`src/sbt_pkg.sv`:
```
// sbt_pkg: register map, field positions and encodings of the buffered spi block
// assumes an 8-bit register port with byte-wide offsets
package sbt_pkg;
  localparam logic [2:0] ADDR_CTRL_A   = 3'h0;
  localparam logic [2:0] ADDR_CTRL_B   = 3'h1;
  localparam logic [2:0] ADDR_INT_EN   = 3'h2;
  localparam logic [2:0] ADDR_INT_FLAG = 3'h3;
  localparam logic [2:0] ADDR_DATA     = 3'h4;
  localparam logic [7:0] RST_REG       = 8'h00;
  // control_a fields
  localparam int A_ENABLE = 0;
  localparam int A_RATE_LO = 1;
  localparam int A_DOUBLE = 4;
  localparam int A_CTRL   = 5;
  localparam int A_ORDER  = 6;
  localparam logic [7:0] A_MASK = 8'h77;
  // control_b fields
  localparam int B_MODE_LO = 0;
  localparam int B_SELIGN  = 2;
  localparam int B_WAITRX  = 6;
  localparam int B_BUFON   = 7;
  localparam logic [7:0] B_MASK = 8'hC7;
  // interrupt enable and flag fields
  localparam int F_OVR    = 0;
  localparam int F_BASIC  = 0;
  localparam int F_SEL    = 4;
  localparam int F_TXE    = 5;
  localparam int F_TXD    = 6;
  localparam int F_RXD    = 7;
  localparam logic [7:0] IE_MASK = 8'hF1;
  localparam logic [7:0] F_MASK  = 8'hF1;
  localparam int BYTE_BITS = 8;
  // half-period of sck in mclk cycles per rate code, before doubling
  localparam logic [6:0] HALF_DIV4   = 7'h02;
  localparam logic [6:0] HALF_DIV16  = 7'h08;
  localparam logic [6:0] HALF_DIV64  = 7'h20;
  localparam logic [6:0] HALF_DIV128 = 7'h40;
  typedef enum logic [1:0] {SBT_IDLE, SBT_LEAD, SBT_TRAIL} sbt_state_t;
endpackage

```
`src/sbt_spi.sv`:
```
// sbt_spi: buffered spi controller/peripheral with register port
// assumes pins already synchronous to mclk; sck input half-periods over two mclk
//
// Functional notes
// RULE1: buffer_mode_on enables buffers and extra flags
// RULE2: buffered data writes go to transmit buffer
// RULE3: wait_receive_sel clear sends dummy first byte
// RULE4: transfer end moves buffer into shift register; as controller the block moves it at transfer start instead
// RULE5: write while buffer full is discarded
// RULE6: buffer write clears, buffer move sets tx_empty_flag
// RULE7: rx_done_flag one cycle after tx_empty_flag
// RULE8: tx_done_flag one cycle after rx_done_flag, all sent
// RULE9: wait_receive_sel with select high loads shifter
// RULE10: flag timing same for both wait modes
// RULE11: mode picks launch and capture edges
// RULE12: leading edge is first of bit period
// RULE13: one interrupt line, four buffered sources
// RULE14: flags set always; request while flag and enable
// RULE15: run in idle sleep, deep sleep aborts
// RULE16: bit_order_sel zero msb first, one lsb
// RULE17: select low demotes controller, sets flag
// RULE18: sck_double doubles controller sck rate
// RULE19: mode encoding of polarity and sample edge
// RULE20: rate_divider divides by 4,16,64,128
// RULE21: wait_receive_sel ignored as controller
// RULE22: unused bits read zero, writes ignored
//
// The address-and-strobe port is this design's own decision.
`timescale 1ns/100ps
module sbt_spi
  import sbt_pkg::*;
(
  input  wire logic       mclk,
  input  wire logic       rst_n,
  input  wire logic [2:0] reg_addr,
  input  wire logic [7:0] reg_wdata,
  input  wire logic       reg_wr,
  input  wire logic       reg_rd,
  output logic      [7:0] reg_rdata,
  input  wire logic       deep_sleep,
  input  wire logic       sel_in,
  input  wire logic       sel_is_input,
  input  wire logic       sck_in,
  output logic            sck_out,
  output logic            sck_oe,
  input  wire logic       mosi_in,
  output logic            mosi_out,
  output logic            mosi_oe,
  input  wire logic       miso_in,
  output logic            miso_out,
  output logic            miso_oe,
  output logic            irq
);
  //////////////////////////////////////////////////////////////////////////////
  // registers
  logic [7:0] ctrl_a_ff, ctrl_b_ff, int_en_ff, flags_ff, shift_ff, txbuf_ff;
  logic [7:0] rx0_ff, rx1_ff;
  logic [1:0] rx_cnt_ff;
  logic       txbuf_full_ff, rxd_pend_ff, txd_pend_ff;
  logic [6:0] div_ff;
  logic [2:0] bit_ff;
  logic       sck_ff, sck_prev_ff, sel_prev_ff, all_sent_q, shift_out_ff;
  logic       oe_ctrl_ff, miso_oe_ff;
  sbt_state_t st_ff;
  logic       irq_ff;
  logic [7:0] rdata_ff;

  //////////////////////////////////////////////////////////////////////////////
  // decode
  wire        en       = ctrl_a_ff[A_ENABLE];
  wire        is_ctrl  = ctrl_a_ff[A_CTRL];
  wire        lsb_1st  = ctrl_a_ff[A_ORDER];                              // RULE16
  wire [1:0]  rate     = ctrl_a_ff[A_RATE_LO +: 2];
  wire [1:0]  mode     = ctrl_b_ff[B_MODE_LO +: 2];
  wire        cpol     = mode[1];                                         // RULE19
  wire        cpha     = mode[0];                                         // RULE19
  wire        bufon    = ctrl_b_ff[B_BUFON];                              // RULE1
  wire        waitrx   = ctrl_b_ff[B_WAITRX] & ~is_ctrl;                  // RULE21
  wire        wr_data  = reg_wr & (reg_addr == ADDR_DATA);
  wire        rd_data  = reg_rd & (reg_addr == ADDR_DATA);
  wire        wr_flag  = reg_wr & (reg_addr == ADDR_INT_FLAG);
  wire        busy     = (st_ff != SBT_IDLE);

  function automatic logic [6:0] half_of(input logic [1:0] r, input logic dbl);
    logic [6:0] h;
    h = 7'h00;
    unique case (r)
      2'h0: h = HALF_DIV4;
      2'h1: h = HALF_DIV16;
      2'h2: h = HALF_DIV64;
      2'h3: h = HALF_DIV128;
    endcase
    half_of = dbl ? (h >> 1) : h;
  endfunction
  wire [6:0]  half     = half_of(rate, ctrl_a_ff[A_DOUBLE]);              // RULE18 RULE20

  function automatic logic out_bit(input logic [7:0] s, input logic lsb);
    out_bit = lsb ? s[0] : s[BYTE_BITS-1];
  endfunction

  // select low as input while controller demotes the block
  wire        demote   = en & is_ctrl & sel_is_input & ~sel_in
                         & ~ctrl_b_ff[B_SELIGN];                          // RULE17
  wire        sel_act  = ~sel_in;
  wire        stop     = deep_sleep | ~en | (~is_ctrl & sel_in) | demote; // RULE15

  // edge events on the serial clock
  wire        c_tick   = is_ctrl & busy & (div_ff == 7'h01);
  wire        p_rise   = ~is_ctrl & sel_act & sck_in & ~sck_prev_ff;
  wire        p_fall   = ~is_ctrl & sel_act & ~sck_in & sck_prev_ff;
  wire        p_edge   = p_rise | p_fall;
  wire        lead_cur = (st_ff == SBT_IDLE || st_ff == SBT_TRAIL);
  wire        p_lead   = cpol ? p_fall : p_rise;                          // RULE12
  wire        edge_ev  = is_ctrl ? c_tick : p_edge;
  wire        is_lead  = is_ctrl ? lead_cur : p_lead;
  wire        samp_ev  = edge_ev & (is_lead ^ cpha);                      // RULE11
  wire        last     = (bit_ff == 3'h7);
  wire        done     = ~stop & edge_ev & ~is_lead & last;
  wire        c_start  = is_ctrl & en & ~busy & ~stop & txbuf_full_ff;
  wire        p_start  = ~is_ctrl & ~stop & ~busy & p_edge;

  // shift data in/out
  wire        in_bit   = is_ctrl ? miso_in : mosi_in;
  wire [7:0]  shifted  = lsb_1st ? {in_bit, shift_ff[7:1]} : {shift_ff[6:0], in_bit};
  wire        direct   = bufon & waitrx & sel_in & ~busy & wr_data & ~txbuf_full_ff; // RULE9
  wire        buf_wr   = wr_data & ~txbuf_full_ff & ~direct;             // RULE2 RULE5
  // controller loads its byte at start, peripheral at the end of a transfer
  wire        move     = txbuf_full_ff & (is_ctrl ? c_start : done);      // RULE4

  //////////////////////////////////////////////////////////////////////////////
  // serial engine
  always_ff @(posedge mclk or negedge rst_n) begin
    if (!rst_n) begin
      st_ff       <= SBT_IDLE;
      bit_ff      <= 3'h0;
      div_ff      <= 7'h00;
      sck_ff      <= 1'b0;
      sck_prev_ff <= 1'b0;
      shift_ff    <= RST_REG;
    end else begin
      sck_prev_ff <= sck_in;
      if (stop || done) begin                                             // RULE15
        st_ff  <= SBT_IDLE;
        bit_ff <= 3'h0;
        sck_ff <= cpol;
      end else if (c_start || p_start) begin
        st_ff  <= p_start && p_lead ? SBT_LEAD : (p_start ? SBT_TRAIL : SBT_IDLE);
        div_ff <= half;
        if (c_start)
          st_ff <= SBT_IDLE;
        if (c_start)
          st_ff <= SBT_TRAIL;
      end else if (edge_ev) begin
        st_ff  <= is_lead ? SBT_LEAD : SBT_TRAIL;
        div_ff <= half;
        if (is_ctrl)
          sck_ff <= ~sck_ff;
        if (!is_lead)
          bit_ff <= bit_ff + 3'h1;
      end else if (is_ctrl && busy) begin
        div_ff <= div_ff - 7'h01;
      end else if (!busy) begin
        sck_ff <= cpol;
      end
      if (move)
        shift_ff <= txbuf_ff;                                             // RULE4
      else if (direct)
        shift_ff <= reg_wdata;                                            // RULE9
      else if (!bufon && wr_data && !busy)
        shift_ff <= reg_wdata;
      else if (samp_ev && !stop)
        shift_ff <= shifted;                                              // RULE11
    end
  end

  //////////////////////////////////////////////////////////////////////////////
  // transmit buffer, receive fifo, flags
  // with late sampling the last bit arrives on the ending edge itself
  wire [7:0]  rx_byte  = cpha ? shifted : shift_ff;
  wire        rx_push  = done;
  wire        rx_pop   = rd_data & (rx_cnt_ff != 2'h0);
  wire        all_sent = done & ~txbuf_full_ff;
  wire        set_sel  = bufon & ~is_ctrl & sel_prev_ff & ~sel_in;
  wire [7:0]  clr      = wr_flag ? (reg_wdata & F_MASK) : 8'h00;

  always_ff @(posedge mclk or negedge rst_n) begin
    if (!rst_n) begin
      txbuf_ff      <= RST_REG;
      txbuf_full_ff <= 1'b0;
      rx0_ff        <= RST_REG;
      rx1_ff        <= RST_REG;
      rx_cnt_ff     <= 2'h0;
      rxd_pend_ff   <= 1'b0;
      txd_pend_ff   <= 1'b0;
      flags_ff      <= RST_REG;
      sel_prev_ff   <= 1'b1;
    end else begin
      sel_prev_ff <= sel_in;
      if (buf_wr && bufon)
        txbuf_ff <= reg_wdata;                                            // RULE2
      // holding the first byte back produces the dummy transfer
      txbuf_full_ff <= bufon & ((txbuf_full_ff & ~move) | buf_wr);        // RULE3 RULE6
      if (rx_push && rx_pop) begin
        rx0_ff <= (rx_cnt_ff == 2'h2) ? rx1_ff : rx_byte;
        rx1_ff <= rx_byte;
      end else if (rx_push) begin
        if (rx_cnt_ff == 2'h0)
          rx0_ff <= rx_byte;
        else
          rx1_ff <= rx_byte;
        if (rx_cnt_ff != 2'h2)
          rx_cnt_ff <= rx_cnt_ff + 2'h1;
      end else if (rx_pop) begin
        rx0_ff    <= rx1_ff;
        rx_cnt_ff <= rx_cnt_ff - 2'h1;
      end
      rxd_pend_ff <= done;                                                // RULE7 RULE10
      txd_pend_ff <= rxd_pend_ff & ~txbuf_full_ff;                         // RULE8
      // hardware set wins over a software clear
      flags_ff[F_TXE] <= bufon & ((flags_ff[F_TXE] & ~buf_wr) | move);    // RULE6
      flags_ff[F_RXD] <= (bufon ? ((flags_ff[F_RXD] & ~clr[F_RXD] & ~(rx_pop
                         && rx_cnt_ff == 2'h1)) | rxd_pend_ff)
                         : ((flags_ff[F_RXD] & ~clr[F_RXD]) | done))
                         | demote;                                        // RULE7 RULE17
      flags_ff[F_TXD] <= (flags_ff[F_TXD] & ~clr[F_TXD])
                         | (bufon & txd_pend_ff & all_sent_q);            // RULE8
      flags_ff[F_SEL] <= (flags_ff[F_SEL] & ~clr[F_SEL]) | set_sel;        // RULE14
      flags_ff[F_OVR] <= (flags_ff[F_OVR] & ~clr[F_OVR])
                         | (bufon & rx_push & ~rx_pop & (rx_cnt_ff == 2'h2));
      flags_ff[3:1]   <= 3'h0;                                            // RULE22
    end
  end
  always_ff @(posedge mclk or negedge rst_n) begin
    if (!rst_n)
      all_sent_q <= 1'b0;
    else
      all_sent_q <= all_sent | (all_sent_q & ~txd_pend_ff);
  end

  //////////////////////////////////////////////////////////////////////////////
  // register port and pins
  wire [7:0]  data_rd  = bufon ? rx0_ff : shift_ff;
  wire [7:0]  sel_rd   = (reg_addr == ADDR_CTRL_A)   ? ctrl_a_ff :
                         (reg_addr == ADDR_CTRL_B)   ? ctrl_b_ff :
                         (reg_addr == ADDR_INT_EN)   ? int_en_ff :
                         (reg_addr == ADDR_INT_FLAG) ? flags_ff  :
                         (reg_addr == ADDR_DATA)     ? data_rd   : 8'h00; // RULE22
  wire [7:0]  pend     = flags_ff & int_en_ff;
  wire        irq_nxt  = bufon ? (|pend[7:4])                             // RULE13 RULE14
                               : (flags_ff[F_RXD] & int_en_ff[F_BASIC]);

  always_ff @(posedge mclk or negedge rst_n) begin
    if (!rst_n) begin
      ctrl_a_ff <= RST_REG;
      ctrl_b_ff <= RST_REG;
      int_en_ff <= RST_REG;
      rdata_ff  <= RST_REG;
      irq_ff    <= 1'b0;
    end else begin
      if (reg_wr && reg_addr == ADDR_CTRL_A)
        ctrl_a_ff <= reg_wdata & A_MASK;                                  // RULE22
      else if (demote)
        ctrl_a_ff[A_CTRL] <= 1'b0;                                        // RULE17
      if (reg_wr && reg_addr == ADDR_CTRL_B)
        ctrl_b_ff <= reg_wdata & B_MASK;                                  // RULE1
      if (reg_wr && reg_addr == ADDR_INT_EN)
        int_en_ff <= reg_wdata & IE_MASK;
      rdata_ff <= reg_rd ? sel_rd : 8'h00;
      irq_ff   <= irq_nxt;
    end
  end

  assign reg_rdata = rdata_ff;
  assign irq       = irq_ff;
  assign sck_out   = sck_ff;
  assign sck_oe    = oe_ctrl_ff;
  assign mosi_out  = shift_out_ff;
  assign mosi_oe   = oe_ctrl_ff;
  assign miso_out  = shift_out_ff;
  assign miso_oe   = miso_oe_ff;

  always_ff @(posedge mclk or negedge rst_n) begin
    if (!rst_n) begin
      shift_out_ff <= 1'b0;
      oe_ctrl_ff   <= 1'b0;
      miso_oe_ff   <= 1'b0;
    end else begin
      shift_out_ff <= out_bit(move ? txbuf_ff : shift_ff, lsb_1st);       // RULE16
      oe_ctrl_ff   <= en & is_ctrl;
      miso_oe_ff   <= en & ~is_ctrl & sel_act;
    end
  end
endmodule // sbt_spi

```
`config.mk`:
```
export PLATFORM = sky130hd
export DESIGN_NAME = sbt_spi
export DESIGN_NICKNAME = d
export VERILOG_FILES = /design/src/sbt_pkg.sv /design/src/sbt_spi.sv
export SDC_FILE = /design/constraint.sdc
export NUM_CORES = 1
export LEC_CHECK = 0
export ABC_AREA = 1
export BUFFER_PORTS_ARGS = -buffer_cell sky130_fd_sc_hd__buf_4
export CORE_ASPECT_RATIO = 2
export CORE_MARGIN = 5
export CORE_UTILIZATION = 35
export CTS_CLUSTER_DIAMETER = 200
export CTS_CLUSTER_SIZE = 24
export DETAILED_ROUTE_END_ITERATION = 12
export GPL_ROUTABILITY_DRIVEN = 0
export GPL_TIMING_DRIVEN = 0
export PLACE_DENSITY = 0.49
export SYNTH_ARGS = -nofsm -noshare
export SYNTH_HDL_FRONTEND = slang
export SYNTH_SLANG_ARGS = --single-unit
```
`constraint.sdc`:
```
create_clock -name mclk -period 5.1 [get_ports mclk]
set_input_delay 0.51 -clock mclk [delete_from_list [all_inputs] [get_ports mclk]]
set_output_delay 0.51 -clock mclk [all_outputs]
set_load 0.1 [all_outputs]
```
Word-level counts from Yosys, hierarchy flattened
Index checks and enable logic that the tools add are counted.

Div/mod/pow operators: 0. Bitwise logic cells: 96. Eq/ne operators: 21. Add/subtract/negate cells: 4. $mul: 0. Shift-type cells: 0. Muxes and demuxes: 58. $lt $le $gt $ge: 0. Reduce and logical (&&, ||, !) cells: 38.

Operators with widths (count): two-way mux 8 bit (23); AND 1 bit (58); two-way mux 7 bit (4); one-hot mux 7 bit (4 select lines) (1); inverter 1 bit (23); two-way mux 2 bit (10); two-way mux 1 bit (16); OR 1 bit (13); two-way mux 3 bit (4); nonzero test 2 bit (6); logical AND 1 bit (11); nonzero test 3 bit (3); AND 8 bit (1); == test 2 bit, second input constant (4); == test 7 x 1 -> 1 bit, second input constant (1); subtractor 7 x 1 -> 7 bit, second input constant (1); == test 3 x 2 -> 1 bit, second input constant (2); == test 3 bit, second input constant (2); logical NOT 2 bit (3); inequality test 2 bit, second input constant (3); inequality test 3 x 1 -> 1 bit, second input constant (2); AND reduction 2 bit (3); AND reduction 3 bit (2); == test 2 x 1 -> 1 bit, second input constant (2); other kinds (14) (19).

Bits in latches: 0. Bits in registers: 86. Memories kept: 0. Memory bits (read-only): 0. Bits in writable memories: 0.

Longest topological paths before layout
Word-level depth: 15. Gate-level depth with buffers: 14. Mapped depth without buffers: 14.

Least setup slack after synthesis
Ideal clock, no wire load.

Path type: reg2out. Start: register shift_out_ff (netlist: miso_out). End: output mosi_out. Path buffers: 1. Setup slack: 3.266 ns. Arrival: 1.324 ns. Stages on the path, launching flop included: 2. Path through: dfrtp_1 buf_4.

RTL lines: start: declaration (RTL line sbt_spi.sv:62) `logic sck_ff, sck_prev_ff, sel_prev_ff, all_sent_q, shift_out_ff;`; start signal: assignment (RTL line sbt_spi.sv:288) `shift_out_ff <= out_bit(move ? txbuf_ff : shift_ff, lsb_1st);`; end: declaration (RTL line sbt_spi.sv:47) `output logic mosi_out,`.

No word-level cell between the ends.

Worst setup path after layout
Start: register div_ff[2]. End: register rx0_ff[7].

Longest elaborated chain between the ends: 9. Elaborated cells on any way between the ends: 12.

Ends and longest elaborated chain: start: declaration (RTL line sbt_spi.sv:60) `logic [6:0] div_ff;`; start signal: assignment (RTL line sbt_spi.sv:148) `div_ff <= half;`; start signal: assignment (RTL line sbt_spi.sv:155) `div_ff <= half;`; start signal: assignment (RTL line sbt_spi.sv:161) `div_ff <= div_ff - 7'h01;`; == test 7 x 1 -> 1 bit (*) (RTL line sbt_spi.sv:108) `wire c_tick = is_ctrl & busy & (div_ff == 7'h01);`; AND 1 bit (*) (RTL line sbt_spi.sv:108); two-way mux 1 bit (*) (RTL line sbt_spi.sv:114) `wire edge_ev = is_ctrl ? c_tick : p_edge;`; AND 1 bit (*) (3 in series) (RTL line sbt_spi.sv:118) `wire done = ~stop & edge_ev & ~is_lead & last;`; via done (RTL line sbt_spi.sv:118); logical AND 1 bit (RTL line sbt_spi.sv:203) `if (rx_push && rx_pop) begin`; inequality test 3 x 1 -> 1 bit (no source line) or nonzero test 3 bit (tied branches); AND reduction 2 bit (no source line); end signal: assignment (RTL line sbt_spi.sv:204) `rx0_ff <= (rx_cnt_ff == 2'h2) ? rx1_ff : rx_byte;`; end signal: assignment (RTL line sbt_spi.sv:208) `rx0_ff <= rx_byte;`; end signal: assignment (RTL line sbt_spi.sv:214) `rx0_ff <= rx1_ff;`; end: declaration (RTL line sbt_spi.sv:57) `logic [7:0] rx0_ff, rx1_ff;`.

The timed path passes the listed nets; every way through them passes the cells marked *. A chain may end at the register's enable or synchronous reset.

==> results.yml <==
timing:
  hold_viol: 0
  period_share: 0.429
  worstMarginPinSlew_ns: 1.15
  fin_hold_ws_ns: 0.299
  slew_violations: 0
  min_period_ns: 2.19
  final.setup.worst_slack_ns: 2.91
  setup_violations: 0
  final.setup.tns_ns: 0
  finClkSkew_ns: 0.0109
  fmax_mhz: 457
  grt_setup_unrepaired: "false"
  relSlewSlack: 0.234
clocking:
  cts_hold_buf: 0
  post_cts_buffers: 0
  cts_buffers: 9
  clock_sinks: 86
  cts_root_buffer: "clkbuf_16"
  cts_tree: "yes"
  clkLatencyLatePin_ns: 0.35
  htreeDepth: 3
  cts_buffer_depth: 2
  cts_resized: 0
  clk_pin_slew_ns: 0.07
placement:
  port_buffers: 35
  post-place-cells: 884
  post-place-ws_ns: 2.76
  hpwl_mm: 11.9
critical_path:
  cp_max_fo: 10
  cp-end-kind: "flop"
  path_class: "flop to flop"
  crit_end: "rx0_ff[7]$_DFFE_PN0P_"
  reg2reg_slack_ns: 2.91
  cp.required_ns: 5.34
  cp-start-kind: "flop"
  reg2regPathDepth: 13
  cp.arrival_ns: 2.43
  timing.rr.end: "rx0_ff[7]$_DFFE_PN0P_"
  rr_startpoint: "div_ff[2]$_DFFE_PN0P_"
  setup.worst_path.start: "div_ff[2]$_DFFE_PN0P_"
drt:
  route.met2.wl_mm: 8.95
  vias: 4494
  drc: 0
  drt_wl_total_mm: 15.2
  wl_per_cell_um: 16.9
  wl_met3_um: 401
  drt-met1-wl_mm: 5.31
  top_layer: "met4"
  drt-initial-drc-count: 206
  viasPerCell: 4.99
  antenna_left: 0
  drt-pass1-iter-count: 4
synthesis:
  synth_top_area_share: 0.423
  yosysWarnings: 0
  synth.most_common_cell: "nand2_1"
  synth_area_um2: 5030
  async_reset_ff_frac: 1.00
  syn_inst: 657
  synth_top_area_cell: "dfrtp_1"
  seq_area_frac_synth: 0.428
  mappedNetlistNets: 686
  synth-seq-cells: 86
  synth_edf_count: 0
  postSynthAreaPerCell_um2: 7.66
  synth_flop_cell: "dfrtp_1"
  yosys-top-cells-count: "198 x nand2_1, 85 x dfrtp_1, 77 x inv_1, 73 x o21ai_0, 61 x nand3_1"
  ys_types: 44
  synthTopCellsByArea: "dfrtp_1 42%, nand2_1 15%, o21ai_0 7.3%"
job:
  drv_cap: 0
floorplan:
  ios: 36
  die_h_um: 180
  dieArea_um2: 17000
  core_area_um2: 14300
  die_x_um: 94.8
  rows: 62
  initial_core_util: 0.353
finish:
  final_nets: 732
  instances_no_fill: 900
  antenna_cells: 0
  fillers: 1542
  seqCellArea_um2: 2150
  drive_gt1_frac: 0.148
  multi_input_area_um2: 2440
  areaGrowthSynthToFinish_pct: 15.6
hold_path:
  hp-class: "input port to flop"
global_route:
  grt_pass1_wl_mm: 24.3
  grt_max_degree: 87
  grt.overflow.total: 0
  grt.total_usage: 0.187
  antenna_found_initial: 0
  grt_pass1_vias: 4586
power:
  power_mw: 2.39
  irDropWorstVdd_mv: 0.161
  p_leak_nw: 2.84
  powerDensity_nw_per_um2: 411
run_status:
  status: "finished clean"
-- state kept, by name (all words and copies together) (netlist names), 2 cells and up --
signal,cells
rx0_ff,8
rx1_ff,8
int_en_ff,5
ctrl_a_ff,6
shift_ff,8
bit_ff,3
div_ff,7
st_ff,2
flags_ff,5
reg_rdata,8
rx_cnt_ff,2
ctrl_b_ff,5
txbuf_ff,8
-- worst min path at each step --
| stage | to | depth (start not counted) | start | slack [ns] |
|---|---|---|---|---|
| 5_1_grt | sck_prev_ff$_DFF_PN0_ | 1 | sck_in | 0.30 |
| 3_3_place_gp | all_sent_q$_DFF_PN0_ | 1 | txd_pend_ff$_DFF_PN0_ | 0.46 |
| 3_5_place_dp | rx0_ff[6]$_DFFE_PN0P_ | 2 | rx0_ff[6]$_DFFE_PN0P_ | 0.47 |
| 6_report | sck_prev_ff$_DFF_PN0_ | 1 | sck_in | 0.30 |
| 2_1_floorplan | all_sent_q$_DFF_PN0_ | 0 | rst_n | 0.21 |
| 4_1_cts | sck_prev_ff$_DFF_PN0_ | 1 | sck_in | 0.29 |
-- routing by layer --
| metal | up-vias | GRT usage |
|---|---|---|
| li1 | 2228 | - |
| met1 | 2151 | 0.190 |
| met4 | 0 | 0.0735 |
| met5 | - | 0 |
| met3 | 27 | 0.0259 |
| met2 | 88 | 0.367 |
-- worst max-delay path: stages, from the launching register on --
cell and delay [ns]:
dfrtp_1 0.39, inv_1 0.15, nand2_1 0.08, nor2_1 0.28, nand3_2 0.16, nand2_2 0.13
nand2_4 0.07, nor2_8 0.23, inv_4 0.09, buf_6 0.16, nand2_1 0.06, nand3_1 0.12
nand2_1 0.09, nand2_1 0.05
-- logic make-up (layout without fill, tap and decap cells) --
| group | Yosys count | count (layout) | share of synthesized area |
|---|---|---|---|
| compound gates | 130 | 130 | 0.148 |
| fa+ha+maj | 8 | 8 | 0.0199 |
| mux | 1 | 1 | 0.00224 |
| simple gates | 320 | 320 | 0.302 |
| flops | 86 | 86 | 0.428 |
| xor+xnor | 7 | 7 | 0.0122 |
| buf+inv | 105 | 156 | 0.0880 |
-- per-stage QoR --
| step | cell area (um^2) | util |
|---|---|---|
| global placement | 5540 | 0.388 |
| floorplan | 5030 | - |
| CTS | 5820 | 0.408 |
| finish | 5820 | 0.408 |
| global route | 5820 | 0.408 |
| detailed placement | 5540 | 0.388 |
-- cell usage in the layout, fill, tap and decap left out, drive strengths merged, types with 3 or more instances in the layout --
master  Yosys  final
xor2        6      6
nor3       10     10
o221ai      3      3
nand2     209    209
o21ai      88     88
nand3      66     66
dfrtp      85     85
nand4       4      4
buf        10     45
ha          8      8
inv        84     87
o21a        4      4
a21oi      19     19
clkbuf     10     19
o22ai       5      5
clkinv      1      3
nor2       30     30
-- area by class of cell --
type	instances	share of cell area
flip-flops and latches	86	0.370
clock inverters	7	0.00989
well taps	192	0.0413
repair buffers	35	0.0452
multi-input cells	466	0.419
clock buffers	9	0.0387
plain buffers	20	0.0204
inverters	85	0.0557
-- report_power, final --
group	internal, mW	switching (mW)
Combinational	0.255	0.580
Sequential	0.811	0.108
Clock	0.337	0.303
Total	1.40	0.991
Power figures use the tool's default switching activity.
